## config.mk

```make
export PLATFORM = sky130hd
export DESIGN_NAME = aer_ecrc_channel_capability_header_regs
export DESIGN_NICKNAME = d
export VERILOG_FILES = /design/src/pkg/aer_vc_pkg.sv /design/src/verilog/aer_ecrc_channel_capability_header_regs.sv
export SDC_FILE = /design/constraint.sdc
export NUM_CORES = 1
export LEC_CHECK = 0
export BUFFER_PORTS_ARGS = -buffer_cell sky130_fd_sc_hd__buf_2
export CAP_MARGIN = 15
export CORE_MARGIN = 10
export CORE_UTILIZATION = 47
export DETAILED_ROUTE_END_ITERATION = 10
export PLACE_DENSITY_LB_ADDON = 0.05
export SYNTH_ARGS = -nofsm -noshare
export SYNTH_HDL_FRONTEND = slang
export SYNTH_SLANG_ARGS = --single-unit
```

## constraint.sdc

```tcl
create_clock -name ref_clk_i -period 6.6 [get_ports ref_clk_i]
set_clock_uncertainty 0.15 [all_clocks]
set_input_delay 0.66 -clock ref_clk_i [delete_from_list [all_inputs] [get_ports ref_clk_i]]
set_output_delay 0.66 -clock ref_clk_i [all_outputs]
set_load 0.03 [all_outputs]
```

## src/pkg/aer_vc_pkg.sv

```systemverilog
// Package: offsets, fields, reset values and carriers for the error/channel capability bank
package aer_vc_pkg;
  localparam logic [11:0] OFF_ERR_CAP_CTRL = 12'h118;
  localparam logic [11:0] OFF_HDR_WORD0 = 12'h11C;
  localparam logic [11:0] OFF_HDR_WORD1 = 12'h120;
  localparam logic [11:0] OFF_HDR_WORD2 = 12'h124;
  localparam logic [11:0] OFF_HDR_WORD3 = 12'h128;
  localparam logic [11:0] OFF_CHAN_CAP_HDR = 12'h140;
  localparam logic [11:0] OFF_PORT_CHAN_CAP1 = 12'h144;
  localparam logic [11:0] OFF_PORT_CHAN_CAP2 = 12'h148;
  localparam logic [11:0] OFF_IRQ_STATUS = 12'h160;
  localparam logic [11:0] OFF_IRQ_MASK = 12'h164;
  localparam logic [11:0] OFF_LOAD_CTRL = 12'h168;

  localparam int FEP_LSB = 0;
  localparam int ECRC_GEN_CAP_BIT = 5;
  localparam int ECRC_GEN_EN_BIT = 6;
  localparam int ECRC_CHK_CAP_BIT = 7;
  localparam int ECRC_CHK_EN_BIT = 8;
  localparam logic [4:0] FEP_RESET = 5'h00;
  localparam logic ECRC_GEN_CAP_VAL = 1'b1;
  localparam logic ECRC_CHK_CAP_VAL = 1'b1;

  localparam logic [15:0] CHAN_CAP_ID = 16'h0002;
  localparam logic [3:0] CHAN_CAP_VER = 4'h1;
  localparam logic [11:0] CHAN_NEXT_PTR = 12'h20C;

  localparam logic [1:0] EXT_COUNT_UPPER_RESET = 2'h0;
  localparam logic [2:0] LOW_PRIO_COUNT_RESET = 3'h0;
  localparam logic [1:0] REF_CLOCK_100NS = 2'h0;
  localparam logic [1:0] TABLE_ENTRY_4BIT = 2'h2;
  localparam logic [7:0] ARB_CAP_WITH_CH = 8'h03;
  localparam logic [7:0] ARB_CAP_NO_CH = 8'h00;
  localparam logic [7:0] ARB_OFF_WITH_CH = 8'h03;
  localparam logic [7:0] ARB_OFF_NO_CH = 8'h00;

  localparam int IRQ_HDR_CAPTURED = 0;
  localparam int IRQ_HDR_DROPPED = 1;
  localparam int IRQ_BITS = 2;
  localparam logic [1:0] IRQ_MASK_RESET = 2'h0;

  typedef struct packed {
    logic [4:0] first_error;
    logic gen_en;
    logic chk_en;
    logic [3:0][31:0] header;
    logic header_valid;
  } sticky_s;

  typedef struct packed {
    logic [2:0] ext_count;
    logic [2:0] low_priority_channel_count;
    logic [7:0] arb_cap;
    logic [7:0] arb_offset;
  } chan_cap_s;

  typedef struct packed {
    logic valid;
    logic [4:0] bit_index;
    logic masked;
    logic [3:0][31:0] header;
  } err_event_s;

  typedef struct packed {
    logic [11:0] addr;
    logic [31:0] wdata;
    logic wr;
    logic rd;
  } reg_req_s;
endpackage : aer_vc_pkg

```

## src/verilog/aer_ecrc_channel_capability_header_regs.sv

```systemverilog
// Error capability, header capture and channel capability register bank
//
// The implementer's own choice: strobed register access.
`timescale 1ns/1ps
//------------------------------------------------------------
// Behaviour
// - Five-bit sticky read-only first error index, zero after reset.
// - Bit five reads one: end-to-end CRC generation capable.
// - Sticky writable generate enable at bit six, drives CRC append, resets zero.
// - Read-only check capable bit reads one.
// - Sticky writable check enable at bit eight, drives CRC checking, resets zero.
// - Four sticky read-only header words capture the erroring packet header, big-endian.
// - Channel header reads identifier 0002h and version 1h.
// - Next pointer in bits 31:20 reads 20Ch.
// - Extended count resets to 00b plus strap bit; autoload may override.
// - Low-priority count in bits 6:4 resets 000b; autoload may override.
// - Reference clock field bits 9:8 reads 00b, 100 ns base.
// - Bits 11:10 read 10b, four-bit table entries.
// - Arbitration capability resets 03h with strap bit set, else 00h.
// - Arbitration capability meaningful only while low-priority count nonzero.
// - Table offset bits 31:24 in sixteen-byte units, 03h with strap else 00h.
// - Masked errors are neither logged in the header capture nor messaged.
//------------------------------------------------------------
module aer_ecrc_channel_capability_header_regs (
  input wire logic ref_clk_i,
  input wire logic reset_i,
  input wire logic hot_reset_i,
  input wire logic second_channel_strap_i,
  input wire logic autoload_valid_i,
  input wire aer_vc_pkg::chan_cap_s autoload_i,
  input wire aer_vc_pkg::err_event_s err_event_i,
  input wire aer_vc_pkg::reg_req_s req_i,
  output logic [31:0] rdata_o,
  output logic ecrc_gen_en_o,
  output logic ecrc_chk_en_o,
  output logic err_message_o,
  output logic arb_cap_valid_o,
  output logic irq_o
);

  //------------------------------------------------------------
  // State
  //------------------------------------------------------------
  typedef struct packed {
    aer_vc_pkg::sticky_s sticky;
    aer_vc_pkg::chan_cap_s chan;
    logic strap_taken;
    logic [1:0] irq_status;
    logic [1:0] irq_mask;
    logic [31:0] rdata;
    logic err_message;
    logic irq;
    logic arb_cap_valid;
  } state_s;

  state_s state_r;
  state_s state_nxt;

  function automatic logic [31:0] read_word(input state_s s, input logic [11:0] a);
    logic [31:0] w;
    w = 32'h0000_0000;
    unique case (a)
      aer_vc_pkg::OFF_ERR_CAP_CTRL: begin
        w[aer_vc_pkg::FEP_LSB +: 5] = s.sticky.first_error;
        w[aer_vc_pkg::ECRC_GEN_CAP_BIT] = aer_vc_pkg::ECRC_GEN_CAP_VAL;
        w[aer_vc_pkg::ECRC_GEN_EN_BIT] = s.sticky.gen_en;
        w[aer_vc_pkg::ECRC_CHK_CAP_BIT] = aer_vc_pkg::ECRC_CHK_CAP_VAL;
        w[aer_vc_pkg::ECRC_CHK_EN_BIT] = s.sticky.chk_en;
      end
      aer_vc_pkg::OFF_HDR_WORD0: w = s.sticky.header[0];
      aer_vc_pkg::OFF_HDR_WORD1: w = s.sticky.header[1];
      aer_vc_pkg::OFF_HDR_WORD2: w = s.sticky.header[2];
      aer_vc_pkg::OFF_HDR_WORD3: w = s.sticky.header[3];
      aer_vc_pkg::OFF_CHAN_CAP_HDR: begin
        w = {aer_vc_pkg::CHAN_NEXT_PTR, aer_vc_pkg::CHAN_CAP_VER, aer_vc_pkg::CHAN_CAP_ID};
      end
      aer_vc_pkg::OFF_PORT_CHAN_CAP1: begin
        w = {20'h00000, aer_vc_pkg::TABLE_ENTRY_4BIT, aer_vc_pkg::REF_CLOCK_100NS,
             1'b0, s.chan.low_priority_channel_count, 1'b0, s.chan.ext_count};
      end
      aer_vc_pkg::OFF_PORT_CHAN_CAP2: w = {s.chan.arb_offset, 16'h0000, s.chan.arb_cap};
      aer_vc_pkg::OFF_IRQ_STATUS: w = {30'h00000000, s.irq_status};
      aer_vc_pkg::OFF_IRQ_MASK: w = {30'h00000000, s.irq_mask};
      default: w = 32'h0000_0000;
    endcase
    return w;
  endfunction : read_word

  //------------------------------------------------------------
  // Next state
  //------------------------------------------------------------
  always_comb begin
    logic [1:0] ev;
    logic [1:0] clr;
    state_nxt = state_r;
    ev = 2'h0;
    clr = 2'h0;
    state_nxt.rdata = 32'h0000_0000;
    state_nxt.err_message = 1'b0;
    if (req_i.rd) begin
      state_nxt.rdata = read_word(state_r, req_i.addr);
    end
    if (req_i.wr && req_i.addr == aer_vc_pkg::OFF_ERR_CAP_CTRL) begin
      state_nxt.sticky.gen_en = req_i.wdata[aer_vc_pkg::ECRC_GEN_EN_BIT];
      state_nxt.sticky.chk_en = req_i.wdata[aer_vc_pkg::ECRC_CHK_EN_BIT];
    end
    if (req_i.wr && req_i.addr == aer_vc_pkg::OFF_IRQ_MASK) begin
      state_nxt.irq_mask = req_i.wdata[1:0];
    end
    if (req_i.wr && req_i.addr == aer_vc_pkg::OFF_IRQ_STATUS) begin
      clr = req_i.wdata[1:0];
    end
    if (!state_r.strap_taken) begin
      state_nxt.strap_taken = 1'b1;
      state_nxt.chan.ext_count = {aer_vc_pkg::EXT_COUNT_UPPER_RESET, second_channel_strap_i};
      state_nxt.chan.arb_cap = second_channel_strap_i ? aer_vc_pkg::ARB_CAP_WITH_CH
                                                      : aer_vc_pkg::ARB_CAP_NO_CH;
      state_nxt.chan.arb_offset = second_channel_strap_i ? aer_vc_pkg::ARB_OFF_WITH_CH
                                                         : aer_vc_pkg::ARB_OFF_NO_CH;
    end else if (autoload_valid_i) begin
      state_nxt.chan = autoload_i;
    end
    state_nxt.arb_cap_valid = state_nxt.chan.low_priority_channel_count != 3'h0;
    if (err_event_i.valid) begin
      if (err_event_i.masked) begin
        ev[aer_vc_pkg::IRQ_HDR_DROPPED] = 1'b1;
      end else begin
        state_nxt.err_message = 1'b1;
        if (!state_r.sticky.header_valid) begin
          state_nxt.sticky.first_error = err_event_i.bit_index;
          state_nxt.sticky.header = err_event_i.header;
          state_nxt.sticky.header_valid = 1'b1;
          ev[aer_vc_pkg::IRQ_HDR_CAPTURED] = 1'b1;
        end
      end
    end
    // Set wins over clear
    state_nxt.irq_status = (state_r.irq_status & ~clr) | ev;
    state_nxt.irq = |(state_nxt.irq_status & state_nxt.irq_mask);
    if (hot_reset_i) begin
      state_nxt.irq_status = 2'h0;
      state_nxt.irq_mask = aer_vc_pkg::IRQ_MASK_RESET;
      state_nxt.irq = 1'b0;
      state_nxt.err_message = 1'b0;
      state_nxt.rdata = 32'h0000_0000;
      state_nxt.strap_taken = 1'b0;
    end
  end

  //------------------------------------------------------------
  // Registers
  //------------------------------------------------------------
  always_ff @(posedge ref_clk_i or posedge reset_i) begin
    if (reset_i) begin
      state_r <= '0;
      state_r.sticky.first_error <= aer_vc_pkg::FEP_RESET;
      state_r.irq_mask <= aer_vc_pkg::IRQ_MASK_RESET;
    end else begin
      state_r <= state_nxt;
    end
  end

  assign rdata_o = state_r.rdata;
  assign ecrc_gen_en_o = state_r.sticky.gen_en;
  assign ecrc_chk_en_o = state_r.sticky.chk_en;
  assign err_message_o = state_r.err_message;
  // capability valid only with low-priority channels
  assign arb_cap_valid_o = state_r.arb_cap_valid;
  assign irq_o = state_r.irq;
endmodule : aer_ecrc_channel_capability_header_regs

```

==> results.toml, run 1 <==
[cts]
cts-buffers-inserted = 17
cts_num_sinks = 198
clk_pin_slew_worst_paths_ns = 0.07
clk_path_buf_depth = 2
clock_latency_ns = 0.43
postCtsHoldBufs = 0
clockRootBuffer = "clkbuf_16"
cts_tree = "yes"
cts_resized = 0
ctsHtreeMaxLevel = 4
postCtsSetupBuffers = 0

[timing]
timing.final.ws_setup_ns = 3.46
tns_ns = 0
drv_slew = 0
holdWs_ns = 0.201
setup_viol = 0
finalCriticalPeriod_ns = 3.14
maxSlewHeadroom = 0.321
fin_crit_sh = 0.476
rsz0062_at_grt = "false"
hold_violations = 0
tightest_slew_ns = 1.00
fmax_ghz = 0.318

[floorplanning]
die-area_sq_um = 24600
die_x_um = 157
rows = 50
die_y_um = 157
ios = 245
design.core.area_sq_um = 18600
start_util = 0.475

[yosys]
synth-seq-cells = 198
yosysTopAreaCell = "dfrtp_1"
ys_seq_area_frac = 0.562
syn_nets = 885
avgSynthCellArea_sq_um = 13.0
synth_edf_count = 0
ys_warn_count = 0
syn_inst = 677
synth.top_cells.by_area = "dfrtp_1 56%, mux2_2 19%, a22oi_1 3.3%"
synth_cell_types = 49
yosys.cell_count.top_type = "dfrtp_1"
async_flop_share = 1.00
ys_top_cells_by_count = "198 x dfrtp_1, 151 x mux2_2, 39 x a22oi_1"
synth_top_area_frac = 0.562
synth_flop_cell = "dfrtp_1"
syn_area_sq_um = 8820

[drt]
dr.pass1.iters = 5
first_iter_violations = 361
wl_um = 24000
vias = 6092
wl_per_cell_um = 21.7
via_per_inst = 5.52
drc_errors = 0
ant_nets = 0

[global_route]
antenna_found_initial = 7
grt_pass1_vias = 6674
grt-ovfl-total = 0
grt_usage = 0.195
grt_max_degree = 116
grt_pass1_wl_um = 36900

[finish]
fin_nets = 1058
design_area_sq_um = 10500
area_growth_pct = 19.4
fillers = 1569
drive_above_1_share = 0.487

[critical_path]
critPathBufInv = 1
crit_chain = "buf_2, and2_0, and2_1, and2_1, a222oi_1, a21oi_1"
max_stage_delay_ns = 0.80
crit_family = "simple AND/OR/NAND/NOR gates"
critical_path_class = "in2reg"
worstSetupEndpointType = "flop"
timing.critical_path.fanout_max = 42
cp_slowest_cell = "and2_1"
critPathArrivalTime_ns = 3.34
worstPathRequired_ns = 6.79
setup.worst_path.start_class = "primary input"
cpMostUsedCell = "and2_1"

[placed_design]
placed_cell_area_sq_um = 9850
dp_hpwl_um = 17100
io_buffer_count = 216
place_ws_ns = 3.06
gp_congestion = 0.865

[power]
power_leakage_uw = 0.00493
p_per_area_nw_per_um2 = 274
irDropWorstVdd_v = 0.000181

[run_status]
status = "complete, no violations"

[hold_path]
hold_path_class = "in2async"

[flow_run]
maxCapViolations = 0
[registers in the layout, summed over array words and instances, names as in the netlist]
| signal | flops |
|---|---|
| rdata_o | 32 |
| ecrc_gen_en_o | 1 |
| arb_cap_valid_o | 1 |
| ecrc_chk_en_o | 1 |
| state_r | 161 |
| err_message_o | 1 |
| irq_o | 1 |
[final cells by class]
cell class | instances | area, sq um | area share
Antenna cell | 7 | 17.5 | 0.00166
Clock buffer | 19 | 443 | 0.0421
Clock inverter | 13 | 193 | 0.0183
Inverter | 2 | 15.0 | 0.00143
Multi-Input combinational cell | 405 | 3440 | 0.326
Sequential cell | 198 | 4950 | 0.471
Tap cell | 234 | 293 | 0.0278
Timing Repair Buffer | 226 | 1180 | 0.112
[cells in the final DEF (no fill, tap or decap), types with 2 or more instances in the layout]
cell       instances
nor2_1            14
nor3_2             2
inv_6              5
and3_1            12
diode_2            7
nor2b_1           20
nand2_1           18
a22o_1             3
a32oi_1            4
nor3_1             5
o22ai_1            5
nand3_1            2
clkbuf_16         17
or4b_1             2
bufinv_16          4
nor4b_1            3
nand2b_1           6
dfrtp_1          198
clkinv_2           2
a22oi_1           39
and2_1             4
mux2i_1           26
buf_4              9
a32o_1             3
buf_2            216
a222oi_1           5
nor2_2             2
nand3b_1           2
o21ai_0           12
nor3b_1            7
inv_8              2
o32ai_1            2
mux2_2           151
a21oi_1           35
or3_1              2
a31oi_1            3
[stage by stage]
| step | power [uW] | cells | util |
|---|---|---|---|
| finish | 2880 | 1104 | 0.567 |
| global placement | 1760 | 1064 | 0.530 |
| CTS | 2910 | 1096 | 0.564 |
| global route | 3010 | 1099 | 0.566 |
| detailed placement | 1790 | 1064 | 0.530 |
| floorplan | 1660 | 677 | - |
[per-layer routing]
layer | global-route usage | vias to the layer above | part of all wire
met2 | 0.304 | 210 | 0.47
li1 | - | 2789 | -
met1 | 0.254 | 3074 | 0.43
met5 | 0 | - | 0.00046
met4 | 0.0557 | 2 | 0.0088
met3 | 0.0639 | 17 | 0.084
[report_power, final]
group,leakage [uW],internal [uW],switching (uW)
Clock,0.000311,653,469
Combinational,0.00208,182,125
Sequential,0.00253,1370,81.3
Total,0.00493,2210,675
[worst paths after layout]
path                                endpoint       startpoint  slack, ns  cells past startpoint
max in group asynchronous       state_r[122]          reset_i       4.74                      4
min in group ref_clk_i          state_r[125]  err_event_i[62]       0.30                      2
worst max register to register  state_r[112]      state_r[62]       4.07                      3
worst min-delay path             state_r[62]          reset_i       0.20                      2
worst max-delay path             rdata_o[24]        req_i[37]       3.46                      6
worst min register to register   state_r[79]      state_r[79]       0.35                      1
[cells by family (layout without fill, tap and decap cells)]
| logic type | after synthesis | after routing | share of synthesized area |
|---|---|---|---|
| AO/OA/AOI/OAI | 117 | 117 | 0.0890 |
| other | 0 | 7 | 0 |
| AND/OR/NAND/NOR | 110 | 110 | 0.0742 |
| multiplexers | 178 | 178 | 0.225 |
| buffers and inverters | 74 | 260 | 0.0500 |
| flip-flops | 198 | 198 | 0.562 |
(Power assumes the default switching activity.)
==> inputs of run 2 (changes only) <==
- CORE_UTILIZATION: 47 -> 52
- clock period: 6.6 -> 3.04 ns (I/O delays scaled with it)
==> results.toml, run 2 (synthesized netlist as in run 1, its figures left out) <==
[run_status]
status = "complete, no violations"

[hold_path]
holdPathEnd = "state_r[54]"
min_from = "autoload_i[14]"
hold_depth = 3
hold_path_class = "in2reg"

[critical_path]
crit_chain = "buf_2, or4b_1, nor3_2, and2_1, buf_4, a22oi_1, a21oi_1"
worstSetupEndpointType = "flop"
critPathArrivalTime_ns = 2.30
setup.worst_path.start_class = "primary input"
critical_path_class = "in2reg"
worstPathRequired_ns = 3.25
rr_startpoint = "state_r[35]"
max_stage_delay_ns = 0.61
timing.critical_path.fanout_max = 9
r2r_end = "rdata_o[0]"
cp_slowest_cell = "or4b_1"
ff2ff_path_depth = 4
r2r_setup_slack_ns = 1.33

[placed_design]
placed_cell_area_sq_um = 9950
gp_congestion = 0.898
dpl.cell_count = 1060
place_ws_ns = 0.561
io_buffer_count = 216
dp_hpwl_um = 17100

[cts]
clk_pin_slew_worst_paths_ns = 0.07
cts_resized = 0
postCtsHoldBufs = 145
clk_path_buf_depth = 2
cts-buffers-inserted = 17
clock_latency_ns = 0.43
cts_tree = "yes"
cts_num_sinks = 198
postCtsSetupBuffers = 0
clockRootBuffer = "clkbuf_16"
ctsHtreeMaxLevel = 4

[flow_run]
maxCapViolations = 0

[floorplanning]
design.core.area_sq_um = 16600
die-area_sq_um = 22600
ios = 245
die_y_um = 150
start_util = 0.532
rows = 47
die_x_um = 150

[timing]
finalCriticalPeriod_ns = 2.10
setup_viol = 0
timing.final.ws_setup_ns = 0.945
fin_crit_sh = 0.689
tns_ns = 0
tightest_slew_ns = 0.878
hold_violations = 0
rsz0062_at_grt = "false"
drv_slew = 0
maxSlewHeadroom = 0.411
fmax_ghz = 0.477

[finish]
largest_register_ffs = 161
top_register = "state_r"
register_area_sq_um = 4950
drive_above_1_share = 0.422
fin_cells = 1239
fillers = 1210
design_area_sq_um = 12000
post-route-util = 0.724
fin_nets = 1213
area_growth_pct = 36.1
multiInputGateArea_sq_um = 3440
layout_commonest_cell = "buf_2"
final_cell_mix = "216 x buf_2, 198 x dfrtp_1, 151 x mux2_2, 146 x dlygate4sd3_1, 39 x a22oi_1"

[drt]
via_per_inst = 5.51
vias = 6833
wl_um = 25800
dr.pass1.iters = 5
ant_nets = 0
wl_per_cell_um = 20.8
drc_errors = 0
first_iter_violations = 545

[power]
p_seq_frac = 0.507
p_sw_uw = 1560
p_clk_frac = 0.360
internal_power_uw = 4670
irDropWorstVdd_v = 0.000397
comb_power_share = 0.133
p_per_area_nw_per_um2 = 519
power_leakage_uw = 0.00556
sw_frac_of_total = 0.251

[global_route]
grt_max_degree = 106
grt_pass1_wl_um = 41000
grt_usage = 0.234
antenna_found_initial = 2
grt-ovfl-total = 0
grt_pass1_vias = 7480
-- run 2: cell type report --
type                       instances  share of cell area
sequential                       198               0.413
multi-input combinational        405               0.286
timing repair buffer             381               0.228
clock buffer                      17              0.0354
tap                              220              0.0229
clock inverter                    15              0.0134
inverter                           2            0.000938
antenna                            1            0.000208
-- run 2: power groups by stage --
stage          Clock [uW]  Combinational, uW  Sequential, uW
3_5_place_dp            0                676            3210
6_report             2240                828            3160
3_3_place_gp            0                646            3180
5_1_grt              2390                903            3200
2_1_floorplan           0                450            3150
4_1_cts              2280                825            3150
-- run 2: through the flow --
| stage | power [uW] | hold WS, ns |
|---|---|---|
| 6_report | 6230 | 0.00982 |
| 5_1_grt | 6490 | 0.00452 |
| 4_1_cts | 6260 | 0.000163 |
| 3_5_place_dp | 3880 | 0.339 |
| 3_3_place_gp | 3830 | 0.334 |
| 2_1_floorplan | 3600 | 0.220 |
-- run 2: metal layers --
layer / global-route usage / vias up / part of all wire
li1: - / 3094 / -
met1: 0.292 / 3435 / 0.41
met2: 0.388 / 255 / 0.50
met3: 0.0558 / 47 / 0.065
met4: 0.0831 / 2 / 0.024
met5: 0 / - / 0.00050
-- run 2: worst max path at each step --
stage / startpoint / depth (start not counted) / slack (ns) / end
2_1_floorplan: reset_i / 1 / 0.03 / arb_cap_valid_o
3_3_place_gp: req_i[38] / 7 / 0.57 / rdata_o[4]
3_5_place_dp: req_i[43] / 7 / 0.56 / rdata_o[14]
4_1_cts: req_i[43] / 7 / 1.02 / rdata_o[13]
5_1_grt: req_i[36] / 7 / 0.85 / rdata_o[5]
6_report: req_i[43] / 7 / 0.94 / rdata_o[15]
-- run 2: critical path: cells and delay by family --
family	cells	cell delay (ns)
and+or+nand+nor	3	1.34
buffers and inverters	2	0.37
AOI/OAI and AO/OA	2	0.27
